$ cat config.mk
export PLATFORM = sky130hd
export DESIGN_NAME = isoadc_sequencer
export DESIGN_NICKNAME = d
export VERILOG_FILES = /design/src/logic/isoadc_pkg.sv /design/src/logic/isoadc_sequencer.sv /design/src/logic/isoadc_idmem.sv
export SDC_FILE = /design/constraint.sdc
export NUM_CORES = 1
export LEC_CHECK = 0
export ABC_AREA = 1
export BUFFER_PORTS_ARGS = -buffer_cell sky130_fd_sc_hd__buf_2
export CORE_ASPECT_RATIO = 0.9
export CORE_MARGIN = 1.5
export CORE_UTILIZATION = 63
export CTS_BUF_LIST = sky130_fd_sc_hd__clkbuf_16
export CTS_CLUSTER_SIZE = 12
export DETAILED_ROUTE_END_ITERATION = 6
export PLACE_DENSITY = 0.83
export SETUP_SLACK_MARGIN = 0.15
export SKIP_CTS_REPAIR_TIMING = 1
export SYNTH_ARGS = -nofsm -noshare
export SYNTH_HDL_FRONTEND = slang
export SYNTH_SLANG_ARGS = --single-unit
$ cat constraint.sdc
create_clock -name core_clk -period 4.3 [get_ports core_clk]
set_input_delay 0.645 -clock core_clk [delete_from_list [all_inputs] [get_ports core_clk]]
set_output_delay 0.645 -clock core_clk [all_outputs]
set_load 0.03 [all_outputs]
$ cat src/logic/isoadc_pkg.sv
/*
  Shared constants of the isolated converter sequencer: register byte
  addresses, control and status field positions, state codes, timing.
  Assumes a 50 MHz core clock shared with the module bus.
*/
package isoadc_pkg;
  // Clock and timing
  localparam int CLK_PERIOD_NS = 20;
  localparam int SETTLE_NS = 2500;
  localparam int CONV_NS = 10000;
  localparam int SETTLE_CYC = (SETTLE_NS + CLK_PERIOD_NS - 1) / CLK_PERIOD_NS;
  localparam int CONV_CYC = CONV_NS / CLK_PERIOD_NS;
  localparam int CNT_W = 10;

  // Byte offsets on the I/O space, word index is offset bits 6:1
  localparam logic [6:0] OFS_CONTROL = 7'h00;
  localparam logic [6:0] OFS_RESULT = 7'h02;
  localparam logic [6:0] OFS_CONDITION = 7'h05;
  localparam logic [6:0] OFS_TRIGGER = 7'h07;
  localparam logic [6:0] OFS_VECTOR = 7'h09;

  // Control field positions
  localparam int CTL_CHAN_LSB = 0;
  localparam int CTL_DIFF = 4;
  localparam int CTL_GAIN_LSB = 5;
  localparam int CTL_AUTO = 7;
  localparam int CTL_PIPE = 8;
  localparam int CTL_INT_EN = 9;
  localparam int CTL_USED_MSB = 9;

  // Condition field positions
  localparam int STS_CONV_BUSY = 0;
  localparam int STS_SETTLE_BUSY = 1;

  // Reset values
  localparam logic [15:0] CONTROL_RST = 16'h0000;
  localparam logic [15:0] RESULT_RST = 16'h0000;
  localparam logic [7:0] VECTOR_RST = 8'h00;

  // Result layout
  localparam int SAMPLE_W = 12;
  localparam int RESULT_PAD = 4;

  // Identification space
  localparam int ID_DEPTH = 32;
  localparam int ID_HDR_LEN = 13;
  localparam int ID_AW = 5;

  typedef enum logic [3:0] {
    ACC_IDLE = 4'b0001,
    ACC_WAIT = 4'b0010,
    ACC_ACK = 4'b0100,
    ACC_END = 4'b1000
  } isoadc_acc_t;

  typedef enum logic [2:0] {
    CV_IDLE = 3'b001,
    CV_SETTLE = 3'b010,
    CV_CONV = 3'b100
  } isoadc_cv_t;
endpackage

$ cat src/logic/isoadc_sequencer.sv
/*
  Converter sequencer behind the module bus: register file, settle and
  conversion timing, interrupt requests, identification space access.
  Assumes module bus strobes on core_clk and a converter whose parallel
  sample pins are stable at the end of the conversion time.
*/
// Notes on behaviour
// - Conversion within 10 us; 12.5 us including settle after channel or gain change.
// - An interrupt tells the host a new sample is ready.
// - Identification space accesses are answered after exactly one wait state.
// - I/O and interrupt acknowledge cycles are answered with zero wait states.
// - Multiplexer runs as sixteen single-ended or eight differential channels.
// - Four gains: 1, 2, 5, 10 on one variant, 1, 2, 4, 8 on other.
// - Calibration data for gain and offset sits readable in identification space.
// - Every result has twelve bits whatever the channel configuration.
// - With interrupts on, request 1 at settle end unless an automatic conversion is pending, request 0 at conversion end.
// - Twelve-bit result is left-justified in the sixteen-bit result register.
// - Bus reset clears control, result, status and start registers.
`timescale 1ns/1ps
module isoadc_sequencer import isoadc_pkg::*; #(
  parameter bit GAIN_DECADE = 1'b1,
  parameter int SETTLE_CYCLES = SETTLE_CYC,
  parameter int CONV_CYCLES = CONV_CYC
) (
  input wire logic core_clk,
  input wire logic reset_n,
  input wire logic io_sel_n,
  input wire logic id_sel_n,
  input wire logic int_sel_n,
  input wire logic bus_read,
  input wire logic [5:0] bus_addr,
  input wire logic [1:0] byte_sel_n,
  input wire logic [15:0] data_in,
  output logic [15:0] data_out,
  output logic data_oe_n,
  output logic ack_n,
  output logic int_req0_n,
  output logic int_req1_n,
  output logic [3:0] mux_chan,
  output logic mux_diff,
  output logic [1:0] pga_gain,
  output logic [3:0] pga_factor,
  output logic adc_start,
  input wire logic [SAMPLE_W-1:0] adc_sample,
  input wire logic cal_wr_en,
  input wire logic [ID_AW-1:0] cal_wr_addr,
  input wire logic [7:0] cal_wr_data
);
  isoadc_acc_t acc_state;
  isoadc_cv_t cv_state;
  logic [15:0] adc_control;
  logic [15:0] adc_result;
  logic [7:0] irq_vector;
  logic [SAMPLE_W-1:0] sample_meta;
  logic [SAMPLE_W-1:0] sample_sync;
  logic [SAMPLE_W-1:0] prev_sample;
  logic [CNT_W-1:0] cv_cnt;
  logic settle_pend;
  logic auto_pend;
  logic irq0_pend;
  logic irq1_pend;
  logic acc_read;
  logic [7:0] id_rdata;
  logic take;
  logic io_wr;
  logic ctl_wr;
  logic trig_wr;
  logic ack_cycle;
  logic [15:0] next_control;
  logic [15:0] io_rdata;
  logic [7:0] condition;

  function automatic logic is_word(input logic [5:0] a, input logic [6:0] ofs);
    is_word = (a == ofs[6:1]);
  endfunction

  function automatic logic [3:0] gain_factor(input logic [1:0] g);
    case (g)
      2'b00: gain_factor = 4'd1;
      2'b01: gain_factor = 4'd2;
      2'b10: gain_factor = GAIN_DECADE ? 4'd5 : 4'd4;
      default: gain_factor = GAIN_DECADE ? 4'd10 : 4'd8;
    endcase
  endfunction

  assign take = (acc_state == ACC_IDLE) && !(io_sel_n && id_sel_n && int_sel_n);
  assign io_wr = take && !io_sel_n && !bus_read;
  assign ack_cycle = take && io_sel_n && id_sel_n && !int_sel_n;
  assign ctl_wr = io_wr && is_word(bus_addr, OFS_CONTROL);
  assign trig_wr = io_wr && is_word(bus_addr, OFS_TRIGGER) && !byte_sel_n[0];

  always_comb begin
    next_control = adc_control;
    if (!byte_sel_n[1]) begin
      next_control[15:8] = data_in[15:8];
    end
    if (!byte_sel_n[0]) begin
      next_control[7:0] = data_in[7:0];
    end
  end

  assign condition = {6'h00, settle_pend || (cv_state == CV_SETTLE), cv_state == CV_CONV};

  always_comb begin
    io_rdata = 16'h0000;
    if (is_word(bus_addr, OFS_CONTROL)) begin
      io_rdata = {6'h00, adc_control[CTL_USED_MSB:0]};
    end else if (is_word(bus_addr, OFS_RESULT)) begin
      io_rdata = adc_result;
    end else if (is_word(bus_addr, OFS_CONDITION)) begin
      io_rdata = {8'h00, condition};
    end else if (is_word(bus_addr, OFS_VECTOR)) begin
      io_rdata = {8'h00, irq_vector};
    end
  end

  // Bus access sequencing
  always_ff @(posedge core_clk) begin
    if (!reset_n) begin
      acc_state <= ACC_IDLE;
      acc_read <= 1'b0;
      data_out <= 16'h0000;
    end else begin
      case (acc_state)
        ACC_IDLE: begin
          if (take) begin
            acc_read <= bus_read || !int_sel_n;
            if (!id_sel_n) begin
              acc_state <= ACC_WAIT;
            end else begin
              acc_state <= ACC_ACK;
              data_out <= io_sel_n ? {8'h00, irq_vector} : io_rdata;
            end
          end
        end
        ACC_WAIT: begin
          acc_state <= ACC_ACK;
          data_out <= {8'h00, id_rdata};
        end
        ACC_ACK: acc_state <= ACC_END;
        ACC_END: begin
          if (io_sel_n && id_sel_n && int_sel_n) begin
            acc_state <= ACC_IDLE;
          end
        end
        default: acc_state <= ACC_IDLE;
      endcase
    end
  end

  assign ack_n = !(acc_state == ACC_ACK);
  assign data_oe_n = !((acc_state == ACC_ACK) && acc_read);

  isoadc_idmem u_idmem (
    .core_clk(core_clk),
    .rd_addr(bus_addr[ID_AW-1:0]),
    .rd_data(id_rdata),
    .wr_en(cal_wr_en),
    .wr_addr(cal_wr_addr),
    .wr_data(cal_wr_data)
  );

  // Register writes
  always_ff @(posedge core_clk) begin
    if (!reset_n) begin
      adc_control <= CONTROL_RST;
      irq_vector <= VECTOR_RST;
    end else begin
      if (ctl_wr) begin
        adc_control <= next_control;
      end
      if (io_wr && is_word(bus_addr, OFS_VECTOR) && !byte_sel_n[0]) begin
        irq_vector <= data_in[7:0];
      end
    end
  end

  assign mux_diff = adc_control[CTL_DIFF];
  assign mux_chan = mux_diff ? {1'b0, adc_control[CTL_CHAN_LSB+2:CTL_CHAN_LSB]} :
                    adc_control[CTL_CHAN_LSB+3:CTL_CHAN_LSB];
  assign pga_gain = adc_control[CTL_GAIN_LSB+1:CTL_GAIN_LSB];
  assign pga_factor = gain_factor(pga_gain);

  // Sample pins cross from the isolated converter
  always_ff @(posedge core_clk) begin
    sample_meta <= adc_sample;
    sample_sync <= sample_meta;
  end

  // Settle and conversion sequencing
  always_ff @(posedge core_clk) begin
    if (!reset_n) begin
      cv_state <= CV_IDLE;
      cv_cnt <= '0;
      settle_pend <= 1'b0;
      auto_pend <= 1'b0;
      adc_start <= 1'b0;
      adc_result <= RESULT_RST;
      prev_sample <= '0;
    end else begin
      adc_start <= 1'b0;
      if (ctl_wr) begin
        if (next_control[CTL_GAIN_LSB+1:0] != adc_control[CTL_GAIN_LSB+1:0]) begin
          settle_pend <= 1'b1;
        end
        auto_pend <= next_control[CTL_AUTO];
      end
      if (io_wr && is_word(bus_addr, OFS_RESULT)) begin
        adc_result <= data_in;
      end
      case (cv_state)
        CV_IDLE: begin
          if (settle_pend && !ctl_wr) begin
            cv_state <= CV_SETTLE;
            settle_pend <= 1'b0;
            cv_cnt <= CNT_W'(SETTLE_CYCLES - 1);
          end else if ((auto_pend && !ctl_wr) || (trig_wr && !adc_control[CTL_AUTO])) begin
            cv_state <= CV_CONV;
            auto_pend <= 1'b0;
            adc_start <= 1'b1;
            cv_cnt <= CNT_W'(CONV_CYCLES - 1);
          end
        end
        CV_SETTLE: begin
          if (cv_cnt == '0) begin
            cv_state <= CV_IDLE;
          end else begin
            cv_cnt <= cv_cnt - 1'b1;
          end
        end
        CV_CONV: begin
          if (cv_cnt == '0) begin
            cv_state <= CV_IDLE;
            prev_sample <= sample_sync;
            if (adc_control[CTL_PIPE]) begin
              adc_result <= {prev_sample, RESULT_PAD'(0)};
            end else begin
              adc_result <= {sample_sync, RESULT_PAD'(0)};
            end
          end else begin
            cv_cnt <= cv_cnt - 1'b1;
          end
        end
        default: cv_state <= CV_IDLE;
      endcase
    end
  end

  // Interrupt requests; a new event wins over the acknowledge
  always_ff @(posedge core_clk) begin
    if (!reset_n) begin
      irq0_pend <= 1'b0;
      irq1_pend <= 1'b0;
    end else begin
      if (ack_cycle) begin
        if (irq0_pend) begin
          irq0_pend <= 1'b0;
        end else begin
          irq1_pend <= 1'b0;
        end
      end
      if (cv_state == CV_CONV && cv_cnt == '0 && adc_control[CTL_INT_EN]) begin
        irq0_pend <= 1'b1;
      end
      if (cv_state == CV_SETTLE && cv_cnt == '0 && adc_control[CTL_INT_EN] && !auto_pend) begin
        irq1_pend <= 1'b1;
      end
    end
  end

  assign int_req0_n = !irq0_pend;
  assign int_req1_n = !irq1_pend;
endmodule // isoadc_sequencer

$ cat src/logic/isoadc_idmem.sv
/*
  Identification space memory: fixed header bytes followed by writable
  calibration bytes. Read data comes out of a register one cycle later.
  Assumes a factory port loads calibration bytes.
*/
`timescale 1ns/1ps
module isoadc_idmem import isoadc_pkg::*; #(
  parameter logic [7:0] MAKER_CODE = 8'h5a, // Arbitrary value
  parameter logic [7:0] MODEL_CODE = 8'h33, // Arbitrary value
  parameter logic [7:0] REV_CODE = 8'h01, // Arbitrary value
  parameter logic [7:0] OPTION_CODE = 8'h01 // Arbitrary value
) (
  input wire logic core_clk,
  input wire logic [ID_AW-1:0] rd_addr,
  output logic [7:0] rd_data,
  input wire logic wr_en,
  input wire logic [ID_AW-1:0] wr_addr,
  input wire logic [7:0] wr_data
);
  logic [7:0] cal_mem [ID_DEPTH];

  function automatic logic [7:0] hdr_byte(input logic [ID_AW-1:0] a);
    case (a)
      5'h00: hdr_byte = 8'h49;
      5'h01: hdr_byte = 8'h50;
      5'h02: hdr_byte = 8'h41;
      5'h03: hdr_byte = 8'h43;
      5'h04: hdr_byte = MAKER_CODE;
      5'h05: hdr_byte = MODEL_CODE;
      5'h06: hdr_byte = REV_CODE;
      5'h0a: hdr_byte = 8'h15;
      5'h0b: hdr_byte = 8'h00;
      5'h0c: hdr_byte = OPTION_CODE;
      default: hdr_byte = 8'h00;
    endcase
  endfunction

  always_ff @(posedge core_clk) begin
    if (wr_en && (wr_addr >= ID_AW'(ID_HDR_LEN))) begin
      cal_mem[wr_addr] <= wr_data;
    end
  end

  // Calibration bytes readable by the host
  always_ff @(posedge core_clk) begin
    rd_data <= (rd_addr < ID_AW'(ID_HDR_LEN)) ? hdr_byte(rd_addr) : cal_mem[rd_addr];
  end
endmodule // isoadc_idmem

==> results, run 1 <==
- The count of input and output buffers is 87.
- The critical path is of the primary input to flip-flop type.
- Setup violations remaining at the end of the flow were counted as 0.
- Counting along the longest clock path gives a buffer depth of 3.
- The global-route usage over all layers is about 29%.
- The share of cells above drive strength 1 is between 10% and 20%.
- The run finished with clean final reports.
- The number of antenna violations at the first check in global routing is 0.
- Measured against its own limit, the worst slew margin works out to between 20% and 30%.
- The worst hold path belongs to the class primary input to flip-flop.
- After synthesis, flip-flops and latches occupy approximately 62% of the total area.
- The core footprint is 0.0191 sq mm.
- The layout overhead on the synthesized area is 11.4%.
- The sequential cell area in the final layout is around 0.0076 sq mm.
- The capturing element type of the critical path is a flip-flop.
- The filler cells instantiated in the layout total 1373.
- The total overflow left after global routing is 0.
- The number of placed cells counting well taps is between 1500 and 2000.
- Dividing total power by cell area gives a power density of 456 mW/mm^2.
- By area the synthesized netlist is led by sky130_fd_sc_hd__edfxtp_1 (43%), sky130_fd_sc_hd__dfxtp_1 (19%), sky130_fd_sc_hd__o21ai_0 (6.6%), sky130_fd_sc_hd__nand2_1 (6.0%), sky130_fd_sc_hd__nor2_1 (5.2%).
- The iteration count of the initial detailed-routing pass is 5.
- The residual antenna-violating net count after detailed routing is 0.
- The number of cells traversed by the worst register-to-register path is 7.
- The highest net fanout along the worst path is 24.
- In the routed design, unresolved DRC markers number 0.
- After detailed routing, the number of vias per cell comes to around 5.9.
- The arrival time reported for the critical path endpoint is 3.36 ns.
- The synthesized area per cell is 9.62 sq um.
- CTS built an H-tree with a depth of 1.
- The final estimated routing congestion in global placement is 0.906.
- Detailed placement ended at an HPWL of 18400 microns.
- The peak ir drop on the vdd network is 0.000375 V.
- For the pin with the worst max-slew slack, the measured transition is approximately 1.2 ns.
- Entering global routing, the biggest net connects 90 pins.
- The total non-filler cell area in the finished layout is 0.0136 sq mm.
- Detailed routing inserted a total of ~9600 vias.
- The total number of yosys warnings is 0.
- The nature of the critical path startpoint is a primary input.
- The data required time of the critical path is approximately 4.7 ns.
- The count of placed standard cells in the final layout, fillers left out is 1621.
- Summed over all cells, the static leakage comes to 5.37 nW.
- TritonCTS built the clock tree.
- For this configuration, the core starts out at a cell density of 64.1%.
- The area taken by multi-input logic gates is around 0.004 sq mm.
- Summing all placed instances gives a cell area of roughly 0.013 sq mm.
- In the final timing run, aggregate negative setup slack is 0 ns.
- Clock skew on the completed layout was measured at 0.0133 ns.
- Leaving out fill and tap cells, the most frequent cells in the layout are sky130_fd_sc_hd__nand2_1 (197), sky130_fd_sc_hd__edfxtp_1 (175), sky130_fd_sc_hd__nor2_1 (170), sky130_fd_sc_hd__o21ai_0 (162), sky130_fd_sc_hd__dfxtp_1 (117).
- The post-route fraction of the period consumed by the critical path is 67.9%.
- For this design, the sink count on the clock tree is 292.
- Setup repair after global routing left no endpoint under its margin.
- The number of cells produced by synthesis is 1272.
- The synthesized design contains 292 register bits.
- Wires add up to a little under 30000 microns.
- The wire length of the first global-routing pass is 45800 microns.
- Counting I/O delays and the setup requirement, the final critical path takes about 2.9 ns.
- The number of max-slew violations in the final report is 0.
- The die extent in x is 150 microns.
- The count of unique library cells instantiated by Yosys is 43.
- For this block, the initial DRC count from the detailed router was 1164.
- Summed over all instances, the cell type with the most area after synthesis is sky130_fd_sc_hd__edfxtp_1.
- In this run the clock root is driven by a sky130_fd_sc_hd__clkbuf_16.
- The floorplan step defined a die boundary enclosing 0.0203 sq mm.
- The max capacitance violation total is 0.
- The top achievable clock speed is 343 MHz.
- The clock edge transition at the registers on the reported setup and hold paths is roughly 0.06 ns.
- 88 I/O pins were placed.
- The clock buffer count from CTS is 29.
- The area fraction of the dominant cell type after synthesis is 42.9%.
- The synthesized netlist occupies a cell area of ~0.012 sq mm.
- Leaving out fill and tap cells, the most frequent cell in the layout is sky130_fd_sc_hd__nand2_1.
- Row generation in the floorplan step produced 48 rows.
- In the final routed layout, each cell accounts on average for 17.9 microns.
- From bottom edge to top edge, the die measures ~140 microns.
- The count of cells along the worst hold path is 1.
- The insertion delay to the later sink of the worst-skew pair is about 0.56 ns.
- The number of global-route vias before repair came to 8902.
- The total count of hold-check failures in the final report is 0.
- The layout net count is 1411.
cell type report:
cell class,count,share of cell area (%)
Sequential cell,292,55.7
Antenna cell,1,0.0184
Timing Repair Buffer,92,3.47
Tap cell,250,2.29
Multi-Input combinational cell,828,29.3
Clock inverter,23,0.973
Inverter,106,2.93
Clock buffer,29,5.32
Yosys cell counts, drive strengths merged:
| library cell | number |
|---|---|
| or2 | 6 |
| xnor2 | 1 |
| nand4 | 14 |
| clkinv | 3 |
| edfxtp | 175 |
| a31o | 1 |
| a21boi | 1 |
| dfxtp | 117 |
| a31oi | 9 |
| inv | 103 |
| nor2 | 179 |
| o21ai | 166 |
| o22ai | 21 |
| nand2 | 203 |
| o21bai | 6 |
| o2111ai | 4 |
| xor2 | 4 |
| a211oi | 5 |
| buf | 39 |
| o211ai | 11 |
| o21a | 8 |
| nand3 | 56 |
| nor4 | 1 |
| conb | 1 |
| clkbuf | 29 |
| nor3 | 17 |
| ha | 6 |
| a21oi | 75 |
| o31ai | 2 |
| o221ai | 9 |
logic make-up after synthesis:
group                    count (synthesis)  share of synthesized area (%)
XOR/XNOR                                 5                          0.358
AO/OA/AOI/OAI                          318                           14.4
other                                    1                         0.0306
AND/OR/NAND/NOR                        476                           16.5
buffers and inverters                  174                           6.04
adder cells (fa/ha/maj)                  6                          0.613
flip-flops                             292                           62.1
worst paths after layout:
path	start	to	slack, ns
setup / recovery	bus_addr[1]	adc_result[12]	1.38
hold / removal	adc_sample[0]	sample_meta[0]	0.18
setup reg to reg	cv_cnt[5]	adc_result[4]	1.67
hold reg to reg	sample_meta[3]	sample_sync[3]	0.33
layer usage:
metal / share of wire [%] / global-route usage (%) / up-vias / wire length, microns
met4: 3.2 / 11.3 / 0 / 918
met2: 46 / 44.0 / 547 / 13200
met5: 0 / 0 / - / 0
met1: 41 / 41.3 / 4443 / 11800
met3: 11 / 5.56 / 86 / 3100
li1: - / - / 4492 / -
state kept, by name, indices dropped and copies added, names as in the netlist, 3 cells and up:
register	cells
data_out	16
sample_sync	12
u_idmem.cal_mem	175
acc_state	4
cv_state	3
adc_result	16
cv_cnt	10
adc_control	10
sample_meta	12
u_idmem.rd_data	8
prev_sample	12
irq_vector	8
stage by stage:
stage | util [%] | hold WS [ns] | worst slack [ns] | total power [W]
2_1_floorplan | - | 0.310 | 1.61 | 0.00374
3_3_place_gp | 66.9 | 0.310 | 1.07 | 0.00393
3_5_place_dp | 66.9 | 0.312 | 0.961 | 0.00395
4_1_cts | 71.4 | 0.174 | 1.46 | 0.00622
5_1_grt | 71.4 | 0.177 | 1.16 | 0.00643
6_report | 71.4 | 0.184 | 1.38 | 0.00622
critical path, cell delays in order:
cell	delay (ns)
sky130_fd_sc_hd__buf_2	0.39
sky130_fd_sc_hd__clkinv_1	0.33
sky130_fd_sc_hd__ha_1	0.32
sky130_fd_sc_hd__nand3_1	0.15
sky130_fd_sc_hd__inv_2	0.16
sky130_fd_sc_hd__nand2_1	0.58
sky130_fd_sc_hd__inv_1	0.34
sky130_fd_sc_hd__nand2_1	0.12
sky130_fd_sc_hd__nand3_1	0.08
sky130_fd_sc_hd__o211ai_1	0.15
sky130_fd_sc_hd__inv_1	0.07
report_power, final:
| part | internal (W) | total (W) | switching (W) |
|---|---|---|---|
| clock network | 0.00128 | 0.00231 | 0.00103 |
| logic | 0.000235 | 0.000778 | 0.000543 |
| registers | 0.00307 | 0.00313 | 0.0000597 |
(Power assumes the default switching activity.)
==> run 2: changes to the inputs <==
--- a/config.mk
+++ b/config.mk
@@ -9,11 +9,11 @@
 export BUFFER_PORTS_ARGS = -buffer_cell sky130_fd_sc_hd__buf_2
 export CORE_ASPECT_RATIO = 0.9
 export CORE_MARGIN = 1.5
-export CORE_UTILIZATION = 63
+export CORE_UTILIZATION = 59
 export CTS_BUF_LIST = sky130_fd_sc_hd__clkbuf_16
 export CTS_CLUSTER_SIZE = 12
 export DETAILED_ROUTE_END_ITERATION = 6
-export PLACE_DENSITY = 0.83
+export PLACE_DENSITY = 0.78
 export SETUP_SLACK_MARGIN = 0.15
 export SKIP_CTS_REPAIR_TIMING = 1
 export SYNTH_ARGS = -nofsm -noshare
==> constraint.sdc (replaced) <==
create_clock -name core_clk -period 2.7 [get_ports core_clk]
set_input_delay 0.405 -clock core_clk [delete_from_list [all_inputs] [get_ports core_clk]]
set_output_delay 0.405 -clock core_clk [all_outputs]
set_load 0.03 [all_outputs]
==> run 2 against run 1 <==
The run now ends with design-rule violations left. Cell count rose by 2.5%. Count of clock-buffer cells in the layout unchanged. Worst hold slack lost 0.12 ns. Critical path type is now flip-flop to flip-flop. Highest routed layer unchanged.
==> results, run 2 (same netlist as run 1, synthesis figures left out) <==
- The maximum clock skew at final layout is 0.0108 ns (was 0.0133 ns).
- The met3 usage in global routing is 4.98% (was 5.56%).
- The capture point of the critical path is cv_cnt[3] (was adc_result[12]).
- The most common cell type on the critical path is sky130_fd_sc_hd__nand2_1.
- The largest net degree at the start of global routing was 90 (unchanged).
- The total congestion overflow was 0 (unchanged).
- The count of placed standard cells in the final layout, fillers left out is 1661 (was 1621).
- The number of max-slew violations in the final report is 0 (unchanged).
- The number of flip-flops in the largest register is 175 (unchanged).
- The cell at the root of the clock tree was sky130_fd_sc_hd__clkbuf_16 (unchanged).
- The layout net count is 1447 (was 1411).
- The share of cells above drive strength 1 is 13.0% (was 11.8%).
- Most used cells in the layout excluding fill and tap cells: sky130_fd_sc_hd__nand2_1 (197), sky130_fd_sc_hd__edfxtp_1 (175), sky130_fd_sc_hd__nor2_1 (171), sky130_fd_sc_hd__o21ai_0 (162), sky130_fd_sc_hd__dfxtp_1 (117) (was sky130_fd_sc_hd__nand2_1 (197), sky130_fd_sc_hd__edfxtp_1 (175), sky130_fd_sc_hd__nor2_1 (170), sky130_fd_sc_hd__o21ai_0 (162), sky130_fd_sc_hd__dfxtp_1 (117)).
- The worst setup path startpoint is cv_cnt[0] (was bus_addr[1]).
- The detailed placer's ending HPWL is 18400 microns (about the same).
- Based on the critical path, the design can be clocked at up to 456 MHz.
- The number of placed cells counting well taps is 1597 (was 1568).
- The residual antenna-violating net count after detailed routing was 0 (unchanged).
- Critical Path, Cell by Cell: inv_1 > ha_1 > inv_1 > nor2_1 > nand3_1 > nor3_1 > inv_1 > nand2_1 > nand2_1 > nand2_4 > nand2_1 > nand2_1 > nor2_1 (was buf_2 > clkinv_1 > ha_1 > nand3_1 > inv_2 > nand2_1 > inv_1 > nand2_1 > nand3_1 > o211ai_1 > inv_1).
- The largest incremental delay on the critical path is 0.35 ns (was 0.58 ns).
- The relative slew slack is 42.7% (was 21.4%).
- The reg-to-reg startpoint is cv_cnt[0] (was cv_cnt[5]).
- The design internal power was 0.00732 W (was 0.00458 W).
- The critical path start-end classification is flip-flop to flip-flop (was primary input to flip-flop).
- The peak ir drop on the vdd network is 0.000599 V (was 0.000375 V).
- The starting density of the core is 60.7% (was 64.1%).
- The nature of the critical path startpoint was a flip-flop (was primary input).
- The iteration count of the initial detailed-routing pass is 7 (was 5).
- The total DRC errors in the routed layout is 11 (was 0).
- The total detailed-routing wirelength is 28700 microns (was 29100 microns).
- The highest net fanout along the worst path came to 12 (was 24).
- The switching share of power is 25.9% (was 26.3%).
- The number of DRC markers after the initial detailed-route iteration is 1007 (was 1164).
- The data required time of the critical path was 3.11 ns (was 4.74 ns).
- The number of cells traversed by the worst register-to-register path came to 13 (was 7).
- The capturing element type of the critical path is a flip-flop (unchanged).
- The most common library cell in the layout ignoring fill and taps was sky130_fd_sc_hd__nand2_1 (unchanged).
- The global-route usage over all layers was 26.6% (was 28.9%).
- The wire length of the first global-routing pass was 45000 microns (was 45800 microns).
- The number of top-level design ports is 88 (unchanged).
- The number of buffers on the longest clock path came to 3 (unchanged).
- The register-to-register setup slack was 0.51 ns (was 1.67 ns).
- Setup repair after global routing missed its margin: no (unchanged).
- The number of levels the H-tree was split into came to 1 (unchanged).
- Largest registers in the final layout: u_idmem.cal_mem (175), adc_result (16), data_out (16) (unchanged).
- The insertion delay to the later sink of the worst-skew pair came to 0.56 ns (about the same).
- The final estimated routing congestion in global placement came to 0.930 (was 0.906).
- The count of input and output buffers was 87 (unchanged).
- The overall via count from detail_route is 9454 (was 9568).
- The detailed-route wire length per cell is 17.3 microns (was 17.9 microns).
- The core footprint is 0.0202 sq mm (was 0.0191 sq mm).
- The fraction of met1 tracks used by global routing is 37.9% (was 41.3%).
- Outcome: complete, but fails checks (was finished clean).
- The arrival time reported for the critical path endpoint is 2.60 ns (was 3.36 ns).
- The layout overhead on the synthesized area was 14.0% (was 11.4%).
- The area of the die is 0.0216 sq mm (was 0.0203 sq mm).
- The clock buffer count from CTS is 29 (unchanged).
- The per-cell via count in the routed design was 5.69 (was 5.90).
- The register ranked first by flip-flop count is u_idmem.cal_mem (unchanged).
- The height of the die is 140 microns (was 135 microns).
- The fraction of power consumed by sequential logic is 50.4% (about the same).
- The total count of hold-check failures in the final report came to 0 (unchanged).
- The number of antenna violations at the first check in global routing is 1 (was 0).
- The total negative slack for setup checks is 0 ns (unchanged).
- The post-route fraction of the period consumed by the critical path is about four fifths.
- The transition at the pin with the smallest max-transition slack is 0.858 ns (was 1.18 ns).
- The part of the total power dissipated in the clock network is 36.7% (was 37.1%).
- The final reports fail on design-rule violations.
- The placement row count is 49 (was 48).
- The most crowded layer after global routing was met2 (unchanged).
- The total net switching power is 0.00256 W (was 0.00164 W).
- The post-layout minimum cycle time is 2.19 ns.
- The max capacitance violation total is 0 (unchanged).
- The type of the tightest min-delay check was primary input to flip-flop (unchanged).
- The leakage power total is 5.54 nW (was 5.37 nW).
- The clock tree from TritonCTS is yes (unchanged).
- The clock edge transition at the registers on the reported setup and hold paths is 0.06 ns (about the same).
- The part of the power in combinational logic came to 12.9% (was 12.5%).
- The reg-to-reg endpoint is cv_cnt[3] (was adc_result[4]).
- The critical-path cell with the highest stage delay is sky130_fd_sc_hd__dfxtp_1 (was sky130_fd_sc_hd__nand2_1).
- The setup-violating endpoint count in the final report is 0 (unchanged).
- The die extent in x is 155 microns (was 150 microns).
- The power per standard cell area is 708 mW/mm^2 (was 456 mW/mm^2).
- The number of global-route vias before repair is 8725 (was 8902).
- The met2 routing resource usage after global routing was 41.7% (was 44.0%).
- The number of clock sinks is 292 (unchanged).
-- run 2: final cells by class --
type / count / area [sq um]
Clock inverter: 22 / 126
Fill cell: 1470 / 6210
Tap cell: 255 / 319
Inverter: 106 / 399
Clock buffer: 29 / 726
Timing Repair Buffer: 128 / 798
Sequential cell: 292 / 7600
Multi-Input combinational cell: 828 / 3990
Antenna cell: 1 / 2.50
-- run 2: metal layers --
metal  vias to the layer above  wire [microns]
met3                        52            2380
met5                         -               0
met2                       429           13300
met1                      4408           12400
li1                       4565               -
met4                         0             702
-- run 2: critical path: cells and delay by family (launching register included) --
family | cells | cell delay, ns
DFF | 1 | 0.35
buffers and inverters | 3 | 0.23
and+or+nand+nor | 9 | 1.30
adders and majority gates | 1 | 0.15
-- run 2: worst min-delay path by stage --
stage | end | slack [ns] | cells past startpoint | from
2_1_floorplan | sample_sync[0] | 0.31 | 0 | sample_meta[0]
3_3_place_gp | sample_sync[4] | 0.31 | 0 | sample_meta[4]
3_5_place_dp | sample_sync[7] | 0.31 | 0 | sample_meta[7]
4_1_cts | sample_meta[6] | -0.07 | 1 | adc_sample[6]
5_1_grt | acc_read | 0.07 | 2 | int_sel_n
6_report | acc_read | 0.07 | 2 | int_sel_n
-- run 2: power by group through the flow --
stage	clock (W)	combinational (W)	sequential [W]
CTS	0.00367	0.00125	0.00498
detailed placement	0	0.00124	0.00508
finish	0.00362	0.00128	0.00499
global placement	0	0.00122	0.00507
global route	0.00385	0.00142	0.00500
floorplan	0	0.000858	0.00510
-- run 2: per-stage QoR --
stage / instance area (sq um) / worst slack [ns] / utilization, % / hold WS [ns] / power [W]
finish: 14000 / 0.508 / 69.2 / 0.0666 / 0.00989
global route: 14000 / 0.246 / 69.2 / 0.0691 / 0.0103
CTS: 13800 / 0.538 / 68.6 / -0.0684 / 0.00990
floorplan: 12300 / 0.249 / - / 0.310 / 0.00596
detailed placement: 13000 / 0.382 / 64.4 / 0.312 / 0.00632
global placement: 13000 / 0.374 / 64.4 / 0.310 / 0.00629
